--- config.mk ---
export PLATFORM = sky130hd
export DESIGN_NAME = cso_decode
export DESIGN_NICKNAME = d
export VERILOG_FILES = /design/src/core/cso_pkg.sv /design/src/core/cso_decode.sv
export SDC_FILE = /design/constraint.sdc
export NUM_CORES = 1
export LEC_CHECK = 0
export ABC_AREA = 1
export BUFFER_PORTS_ARGS = -buffer_cell sky130_fd_sc_hd__buf_2
export CAP_MARGIN = 20
export CORE_ASPECT_RATIO = 0.5
export CORE_MARGIN = 2
export CORE_UTILIZATION = 35
export CTS_BUF_LIST = sky130_fd_sc_hd__clkbuf_16
export DETAILED_ROUTE_END_ITERATION = 7
export MAX_ROUTING_LAYER = met4
export SETUP_SLACK_MARGIN = 0.5
export SLEW_MARGIN = 20
export SYNTH_ARGS = -nofsm -noshare
export SYNTH_HDL_FRONTEND = slang
export SYNTH_SLANG_ARGS = --single-unit
--- constraint.sdc ---
create_clock -name clk_sys -period 1.75 [get_ports clk_sys]
set_input_delay 0.0875 -clock clk_sys [delete_from_list [all_inputs] [get_ports clk_sys]]
set_output_delay 0.0875 -clock clk_sys [all_outputs]
set_load 0.03 [all_outputs]
--- src/core/cso_pkg.sv ---
package cso_pkg;
  // option field layout (16-bit option word)
  localparam int OPT_MODE = 15;
  localparam int OPT_BYTE_HI = 14;
  localparam int OPT_BYTE_LO = 13;
  localparam int OPT_RW_HI = 12;
  localparam int OPT_RW_LO = 11;
  localparam int OPT_STROBE = 10;
  localparam int OPT_ACK_HI = 9;
  localparam int OPT_ACK_LO = 6;
  localparam int OPT_SPACE_HI = 5;
  localparam int OPT_SPACE_LO = 4;
  localparam int OPT_LVL_HI = 3;
  localparam int OPT_LVL_LO = 1;
  localparam int OPT_AUTOVEC = 0;

  localparam logic [1:0] BYTE_OFF = 2'h0;
  localparam logic [1:0] BYTE_LOWER = 2'h1;
  localparam logic [1:0] BYTE_UPPER = 2'h2;
  localparam logic [1:0] BYTE_BOTH = 2'h3;

  localparam logic [1:0] RW_RSVD = 2'h0;
  localparam logic [1:0] RW_READ = 2'h1;
  localparam logic [1:0] RW_WRITE = 2'h2;
  localparam logic [1:0] RW_BOTH = 2'h3;

  localparam logic [1:0] SP_CPU = 2'h0;
  localparam logic [1:0] SP_USER = 2'h1;
  localparam logic [1:0] SP_SUPV = 2'h2;
  localparam logic [1:0] SP_SU = 2'h3;

  // function codes
  localparam logic [2:0] FC_USER_DATA = 3'h1;
  localparam logic [2:0] FC_USER_PROG = 3'h2;
  localparam logic [2:0] FC_SUPV_DATA = 3'h5;
  localparam logic [2:0] FC_SUPV_PROG = 3'h6;
  localparam logic [2:0] FC_CPU = 3'h7;

  localparam logic [3:0] ACK_WAIT_MAX = 4'hD;
  localparam logic [3:0] ACK_FAST = 4'hE;
  localparam logic [3:0] ACK_EXTERNAL = 4'hF;
  localparam logic [2:0] LEVEL_ANY = 3'h0;
  localparam logic [3:0] ACK_NO_WAIT = 4'h0;
  localparam logic [3:0] WAIT_LAST = 4'h1;
  localparam logic [3:0] WAIT_STEP = 4'h1;
  localparam logic [3:0] WAIT_CLEAR = 4'h0;

  // pin assignment code for a 16-bit chip-select
  localparam logic [1:0] PIN_CS16 = 2'h3;
  localparam logic [1:0] PIN_CS8 = 2'h2;

  typedef struct packed {
    logic start;
    logic as_valid;
    logic ds_valid;
    logic read;
    logic [2:0] fc;
    logic [2:0] irq_level;
    logic upper_lane;
    logic lower_lane;
    logic addr_match;
  } cso_cycle_t;

  typedef struct packed {
    logic sync_mode;
    logic [1:0] byte_lane;
    logic [1:0] direction;
    logic strobe_select;
    logic [3:0] ack_code;
    logic [1:0] space;
    logic [2:0] level;
    logic autovector_select;
  } cso_option_t;

  typedef enum logic [1:0] {
    CSO_IDLE = 2'b00,
    CSO_WAIT = 2'b01,
    CSO_EXT = 2'b10,
    CSO_DONE = 2'b11
  } cso_state_t;
endpackage

--- src/core/cso_decode.sv ---
`timescale 1ns/10ps
// Overview of operation
// - byte field: 00 off, 01 lower, 10 upper, 11 either byte lane
// - byte qualification applies only when pins assign a 16-bit chip-select
// - direction field: 01 read, 10 write, 11 both; 00 reserved, never asserts
// - async: strobe bit 1 aligns with data strobe, 0 with address strobe
// - async ack codes 0 to 13 terminate internally after that many waits
// - ack 1110 fast termination; 1111 waits for external data-size acknowledge
// - space field compares function code: cpu, user, supervisor, either
// - in acknowledge cycles level taken from address lines three to one
// - level must equal programmed level; 000 matches any level
// - autovector bit requests autovector on matching async acknowledge; else external vector
// - mode bit set selects synchronous, clear asynchronous operation
module cso_decode (
  // clock and reset
  input wire logic clk_sys,
  input wire logic rst,
  // configuration
  input wire logic [15:0] option_word,
  input wire logic [1:0] pin_assign,
  // cpu bus cycle
  input wire cso_pkg::cso_cycle_t cycle,
  input wire logic [3:1] addr_low,
  input wire logic ext_ack,
  // outputs
  output logic chip_select,
  output logic cycle_match,
  output logic data_size_acknowledge,
  output logic fast_term,
  output logic autovector_req,
  output logic waiting_external,
  output logic interrupt_acknowledge_cycle
);
  cso_pkg::cso_option_t opt;
  cso_pkg::cso_state_t state;
  cso_pkg::cso_state_t next_state;
  logic [3:0] wait_cnt;
  logic [3:0] next_wait_cnt;
  logic lane_ok;
  logic dir_ok;
  logic space_ok;
  logic interrupt_level_match;
  logic qualify;
  logic strobe_ok;
  logic user_space;
  logic supervisor_space;
  logic cpu_space;
  logic take_cycle;
  logic take_autovector;
  logic take_fast;
  logic take_external;
  logic take_no_wait;
  logic take_wait;
  logic wait_done;
  logic external_done;
  logic cycle_released;

  assign opt = cso_pkg::cso_option_t'(option_word);
  assign interrupt_acknowledge_cycle = (cycle.fc == cso_pkg::FC_CPU);

  always_comb begin
    lane_ok = 1'b1;
    if (pin_assign == cso_pkg::PIN_CS16) begin
      case (opt.byte_lane)
        cso_pkg::BYTE_OFF: lane_ok = 1'b0;
        cso_pkg::BYTE_LOWER: lane_ok = cycle.lower_lane;
        cso_pkg::BYTE_UPPER: lane_ok = cycle.upper_lane;
        cso_pkg::BYTE_BOTH: lane_ok = cycle.lower_lane | cycle.upper_lane;
        default: lane_ok = 1'b0;
      endcase
    end
  end

  always_comb begin
    case (opt.direction)
      cso_pkg::RW_READ: dir_ok = cycle.read;
      cso_pkg::RW_WRITE: dir_ok = ~cycle.read;
      cso_pkg::RW_BOTH: dir_ok = 1'b1;
      cso_pkg::RW_RSVD: dir_ok = 1'b0; // reserved code never selects
      default: dir_ok = 1'b0;
    endcase
  end

  // function code classes shared by the space decode
  assign user_space = (cycle.fc == cso_pkg::FC_USER_DATA) ||
                      (cycle.fc == cso_pkg::FC_USER_PROG);
  assign supervisor_space = (cycle.fc == cso_pkg::FC_SUPV_DATA) ||
                            (cycle.fc == cso_pkg::FC_SUPV_PROG);
  assign cpu_space = (cycle.fc == cso_pkg::FC_CPU);

  always_comb begin
    case (opt.space)
      cso_pkg::SP_CPU: space_ok = cpu_space;
      cso_pkg::SP_USER: space_ok = user_space;
      cso_pkg::SP_SUPV: space_ok = supervisor_space;
      cso_pkg::SP_SU: space_ok = user_space | supervisor_space;
      default: space_ok = 1'b0;
    endcase
  end

  // level check only gates acknowledge cycles; ordinary cycles pass
  assign interrupt_level_match = ~interrupt_acknowledge_cycle ||
                                 (opt.level == cso_pkg::LEVEL_ANY) ||
                                 (opt.level == addr_low);

  assign qualify = cycle.addr_match & lane_ok & dir_ok & space_ok &
                   interrupt_level_match;

  // sync mode follows address strobe; async picks strobe by option bit
  assign strobe_ok = opt.sync_mode ? cycle.as_valid :
                     (opt.strobe_select ? cycle.ds_valid : cycle.as_valid);

  assign cycle_match = qualify;

  // chip-select registered so it is glitch free on the pin
  always_ff @(posedge clk_sys or posedge rst) begin
    if (rst) begin
      chip_select <= 1'b0;
    end else begin
      chip_select <= qualify & strobe_ok;
    end
  end

  // a bus cycle is taken only while idle; sync mode never answers internally
  assign take_cycle = cycle.start && qualify && !opt.sync_mode &&
                      (state == cso_pkg::CSO_IDLE);
  // a matching acknowledge cycle with autovector wins over any ack code
  assign take_autovector = take_cycle && interrupt_acknowledge_cycle &&
                           opt.autovector_select;
  assign take_fast = take_cycle && !take_autovector &&
                     (opt.ack_code == cso_pkg::ACK_FAST);
  assign take_external = take_cycle && !take_autovector &&
                         (opt.ack_code == cso_pkg::ACK_EXTERNAL);
  assign take_no_wait = take_cycle && !take_autovector &&
                        (opt.ack_code == cso_pkg::ACK_NO_WAIT);
  assign take_wait = take_cycle && !take_autovector &&
                     (opt.ack_code > cso_pkg::ACK_NO_WAIT) &&
                     (opt.ack_code <= cso_pkg::ACK_WAIT_MAX);

  // the last wait state is the one in which the count stands at one
  assign wait_done = (state == cso_pkg::CSO_WAIT) &&
                     (wait_cnt == cso_pkg::WAIT_LAST);
  // a dropped address strobe ends an external wait so a lost device cannot hang the bus
  assign external_done = ext_ack || !cycle.as_valid;
  assign cycle_released = !cycle.as_valid;

  always_comb begin
    next_state = state;
    case (state)
      cso_pkg::CSO_IDLE: begin
        if (take_autovector || take_fast || take_no_wait) begin
          next_state = cso_pkg::CSO_DONE;
        end else if (take_external) begin
          next_state = cso_pkg::CSO_EXT;
        end else if (take_wait) begin
          next_state = cso_pkg::CSO_WAIT;
        end
      end
      cso_pkg::CSO_WAIT: begin
        if (wait_done) begin
          next_state = cso_pkg::CSO_DONE;
        end
      end
      cso_pkg::CSO_EXT: begin
        if (external_done) begin
          next_state = cso_pkg::CSO_DONE;
        end
      end
      cso_pkg::CSO_DONE: begin
        // hold until the cpu drops the strobe so one cycle gets one answer
        if (cycle_released) begin
          next_state = cso_pkg::CSO_IDLE;
        end
      end
      default: begin
        next_state = cso_pkg::CSO_IDLE;
      end
    endcase
  end

  always_ff @(posedge clk_sys or posedge rst) begin
    if (rst) begin
      state <= cso_pkg::CSO_IDLE;
    end else begin
      state <= next_state;
    end
  end

  // wait counter loads the programmed count and runs down to zero
  always_comb begin
    next_wait_cnt = wait_cnt;
    if (take_wait) begin
      next_wait_cnt = opt.ack_code;
    end else if (state == cso_pkg::CSO_WAIT) begin
      next_wait_cnt = wait_cnt - cso_pkg::WAIT_STEP;
    end
  end

  always_ff @(posedge clk_sys or posedge rst) begin
    if (rst) begin
      wait_cnt <= cso_pkg::WAIT_CLEAR;
    end else begin
      wait_cnt <= next_wait_cnt;
    end
  end

  // internal termination pulse, one cycle wide
  always_ff @(posedge clk_sys or posedge rst) begin
    if (rst) begin
      data_size_acknowledge <= 1'b0;
    end else begin
      data_size_acknowledge <= take_no_wait || wait_done;
    end
  end

  always_ff @(posedge clk_sys or posedge rst) begin
    if (rst) begin
      fast_term <= 1'b0;
    end else begin
      fast_term <= take_fast;
    end
  end

  always_ff @(posedge clk_sys or posedge rst) begin
    if (rst) begin
      autovector_req <= 1'b0;
    end else begin
      autovector_req <= take_autovector;
    end
  end

  assign waiting_external = (state == cso_pkg::CSO_EXT);
endmodule

# == Word-level counts from Yosys, hierarchy flattened ==
# Cells that the tools add are included.
# word_totals
ff_bits,10
in_bits,37
out_inout_bits,7
word_cells,90
# op_classes
n_addsub,1
n_lt_le_gt_ge,2
eq_ne,26
mux,15
bitwise,9
reduce_logical,31
# ops
operator,n
$eq 2x2->1 const B,9
$logic_and 1x1->1,12
$mux 2,6
$pmux 1 s4,3
$eq 3x3->1 const B,3
$eq 2x1->1 const B,4
$eq 4x4->1 const B,2
$logic_not 2->1,4
$logic_or 1x1->1,8
$mux 4,2
$pmux 2 s4,1
$and 1x1->1,5
$eq 4x1->1 const B,1
$gt 4x1->1 const B,1
$le 4x4->1 const B,1
$logic_not 4->1,1
$ne 2x2->1 const B,2
$ne 4x3->1 const B,1
$reduce_and 4->1,1
$sub 4x1->4 const B,1
$eq 3x1->1 const B,1
$eq 3x2->1 const B,1
$eq 3x3->1,1
$logic_not 1->1,3
other kinds (6),10

# == Depth between registers and ports, before layout ==
# logic_depth
depth_word,20
ltp_mapped,12
mapped_depth_nobuf,12

# == Worst setup path before layout ==
# No wires, ideal clock.
# synth_path
path_type,reg2reg
from,reg state[0]
to,reg state[0]
setup_ns,0.117
arrival_ns,1.465
setup_slack_ns,0.168
stages_incl_launch_ff,12
path_buffers,0
path_cell_list,dfrtp_1 inv_1 ha_1 nand3_1 inv_1 nand3_2 nor2_4 nand3_4 nand3_4 nand2_2 nand2_1 nand2_1
# synth_between
elab_chain_len,11
elab_cells_between_ends,25
# synth_rtl
item,line_no,text
from (decl),cso_decode.sv:35,cso_pkg::cso_state_t state;
from (signal assigned),cso_decode.sv:183,state <= cso_pkg::CSO_IDLE;
from (signal assigned),cso_decode.sv:185,state <= next_state;
$logic_not 2->1,"cso_decode.sv:126, cso_decode.sv:149",
$logic_and 1x1->1,cso_decode.sv:125,assign take_cycle = cycle.start && qualify && !opt.sync_mode &&
$logic_and 1x1->1 (2 in a row),cso_decode.sv:128,assign take_autovector = take_cycle && interrupt_acknowledge_cycle &&
$logic_not 1->1,-,
$logic_and 1x1->1,-,
$logic_and 1x1->1,cso_decode.sv:130,assign take_fast = take_cycle && !take_autovector &&
$logic_or 1x1->1 (2 in a row),cso_decode.sv:151,if (take_autovector || take_fast || take_no_wait) begin
$ne 4x3->1 (no line) / $mux 2 (equally long branches),-,
$reduce_and 4->1 (no line) / $pmux 2 s4 (equally long branches),-,
# Parallel ways exist; a longest one is shown, timed or not.
# A chain may end at the register's enable or synchronous reset.

# == Worst setup path after layout ==
# layout_path
from,reg state[0]
to,reg state[1]
# Same word-level chain as after synthesis.

==> results.md <==
- Run status: complete, no violations
- Clk sinks: 10
- CTS tree: built
- Top-level port count: 44
- Post-Synth Simple-Gate Area: 37.06%
- Mapped Avg Cell Area: 6.704 sq um
- Reg-to-Reg End: state[1]$_DFFE_PP0P_
- Vias per cell: 4.393
- Adder-cell share of the synthesized area: 9.537%
- Area growth from synthesis to layout: 54.77%
- Synth Area in XOR/XNOR: 2.861%
- Syn Inst Count: 137
- Fillers: 258
- Post-synth net total: 181
- Register area share after synthesis: 27.25%
- Routability cong.: 0.8236
- Sum of buffers and inverters on the critical path: 2
- Setup Slack @ Placement: 76.97 ps
- RSZ-0062 raised after global routing: yes
- Initial Util: 36.19%
- Num rows: 13
- Yosys top cell area share: 27.25%
- Initial antenna violation count: 0
- Max-cap violations: 0
- Number of cells in the finished layout apart from fillers: 229
- Die width: 76.44 microns
- Clock transition at path regs: 40 ps
- Worst EP required: 1870 ps
- Post-synth EDFFs: 0
- Prevailing post-synth register cell: dfrtp_1
- Crit path time final: 1503 ps
- Multiplexer area fraction after synthesis: 0%
- CP Cell Sequence: inv_2 > ha_4 > nand3_2 > inv_2 > nand3_4 > nor2_4 > nand3_4 > nand3_4 > nand2_2 > nand2_1 > nand2_1
- Clk root buf: clkbuf_16
- CP Max Fanout: 5
- Count of pins over their slew limit: 0
- Share of cells above drive strength 1: 38.54%
- Clock buffer depth: 2
- Compound-Gate Fraction of Synth Area: 9.401%
- Final WL: 2.300 mm
- First-pass GRT wire length: 3.829 mm
- DR WL met2: 1.150 mm
- Family with the most delay on the worst path: simple AND/OR/NAND/NOR gates
- TritonCTS buffer count: 3
- Most common cell on crit path: nand3_4
- N_diodes: 0
- Drt wl/cell: 10.04 microns
- Max Fclk: 665.3 MHz
- WL met1: 1.030 mm
- Arr. time, crit path: 1630 ps
- Worst hold path class: input port to register
- Synth cell types: 22
- Reg2Reg Depth: 11
- Startpoint types: register
- Total core area: 2537 sq um
- Uppermost routed layer: met4
- End of the worst hold path: fast_term$_DFF_PP0_
- Internal reg-to-reg setup slack: 250 ps
- Largest net degree at the start of global routing: 11
- # H-tree levels: 1
- Clock Latency Late Sink: 240 ps
- Leakage power: 0.8058 nW
- Fin nets: 237
- Critical Path End Type: register
- Most frequent cell after synthesis: nand2_1
- Final setup vio count: 0
- Setup_tns: 0 ps
- Port bufs: 40
- Max rail drop VDD: 0.5168 mV
- Worst Setup Path Type: register to register
- DR iter-0 viols: 23
- Final Skew: 3.829 ps
- Async SR Flop Fraction: 100.0%
- Largest family of logic cells by synthesized area: simple AND/OR/NAND/NOR gates
- Vias in the first global route: 936
- Vert. Die Dim: 40.22 microns
- Hpwl dp: 1.662 mm
- Worst R2R Start: state[0]$_DFFE_PP0P_
- Total GRT Usage: 16.42%
- Dpl cells: 214
- Leading area contributor after synthesis: dfrtp_1
- Utilization after layout: 56.02%
- Die area: 3074 sq um
- Synth Register Bits: 10
- Dominant cells by area after synthesis: dfrtp_1, nand2_1, inv_1, ha_1, nand3_1
- Synth warn: 0
- Max-slew headroom: 61.93%
- Final hold vios: 0
- Hold path depth: 2
- Power per Cell Area: 1142 nW/um^2
- Drt first pass iters: 4
- WL met3: 107 microns
- Critical-path top delay cell: dfrtp_1
- Slew at the pin closest to its max-slew limit: 565.8 ps
- Area of the mapped netlist: 918.4 sq um
- Final Cycle Share: 85.89%
- Final worst slack: 246.9 ps
- Routed via count: 1,006
- Post-synth top cells: nand2_1, inv_1, nand3_1, dfrtp_1, ha_1
- # DRC: 0
- Hold_sp: option_word[6]
- Routed Antenna Nets: 0
- Max stage delay on crit path: 390 ps
- Grt total ovfl: 0
-- area by class of cell --
type                            count  area [sq um]  area share (%)
Multi-Input combinational cell     94         626.9           44.10
Clock buffer                        3         75.07           5.282
Tap cell                           37         46.29           3.257
Sequential cell                    10         250.2           17.61
Clock inverter                      1         3.754          0.2641
Inverter                           34         127.6           8.979
Timing Repair Buffer               50         291.5           20.51
-- power by group --
group	internal [mW]	switching, mW	total, mW
clock network	0.300	0.114	0.414
registers	0.307	0.0457	0.353
logic	0.381	0.476	0.857
-- worst max path at each step --
stage / end / start / cells past startpoint / slack (ps)
after floorplan: state[0]$_DFFE_PP0P_ / state[1]$_DFFE_PP0P_ / 11 / 240
after global placement: state[1]$_DFFE_PP0P_ / state[1]$_DFFE_PP0P_ / 11 / 130
after detailed placement: state[1]$_DFFE_PP0P_ / state[1]$_DFFE_PP0P_ / 11 / 80
after CTS: state[1]$_DFFE_PP0P_ / state[0]$_DFFE_PP0P_ / 11 / 290
after global routing: state[1]$_DFFE_PP0P_ / state[0]$_DFFE_PP0P_ / 11 / 160
final: state[1]$_DFFE_PP0P_ / state[0]$_DFFE_PP0P_ / 11 / 250
-- metal layers --
| layer | up-vias | track usage (%) |
|---|---|---|
| li1 | 536 | - |
| met1 | 433 | 18.04 |
| met2 | 35 | 31.86 |
| met3 | 2 | 4.279 |
| met4 | 0 | 3.636 |
| met5 | - | - |
-- worst register-to-register path: cells and delay by family (launching register included) --
family / cells / cell delay [ps]
buf+inv: 2 / 160
fa+ha+maj: 1 / 140
flops: 1 / 390
simple gates: 8 / 700
-- sequential cells by signal (all words and copies together) (netlist names) --
name and count:
autovector_req 1, chip_select 1, data_size_acknowledge 1, fast_term 1, state 2, wait_cnt 4
-- metrics by stage --
| step | instance area, sq um | hold WS, ps | total power, mW |
|---|---|---|---|
| global placement | 1190 | 97.27 | 1.020 |
| finish | 1421 | 90.15 | 1.623 |
| floorplan | 943.4 | -72.32 | 0.8752 |
| detailed placement | 1190 | 98.77 | 1.034 |
| CTS | 1366 | 68.24 | 1.566 |
| global route | 1421 | 94.67 | 1.772 |
-- cells in the final DEF, fill, tap and decap left out, drive strengths merged --
cell type,n
ha,7
nand3,19
o311ai,1
o31ai,1
o21ai,6
nor3,2
a21boi,1
inv,34
xnor2,2
dfrtp,10
clkbuf,3
nor2,9
xor2,1
a22oi,1
or2,1
nor4,2
nand2,36
dlygate4sd3,1
buf,49
clkinv,1
a21oi,5
-- cell families after synthesis --
group,Yosys count
adders and majority gates,7
and+or+nand+nor,68
AOI/OAI and AO/OA,15
xor gates and xnor gates,3
buffers and inverters,34
DFF,10
-- what timing repair did --
| action | 4_1_cts | 5_1_grt |
|---|---|---|
| cloned | 1 | 0 |
| hold buffers | 1 | 0 |
| hold endpoints to repair | 10 | 0 |
| setup buffers | 8 | 1 |
| pin swaps | 5 | 2 |
| endpoints found under the setup margin | 7 | 10 |
| gates resized for setup | 4 | 11 |
No activity file was read; power rests on OpenSTA's default activity.
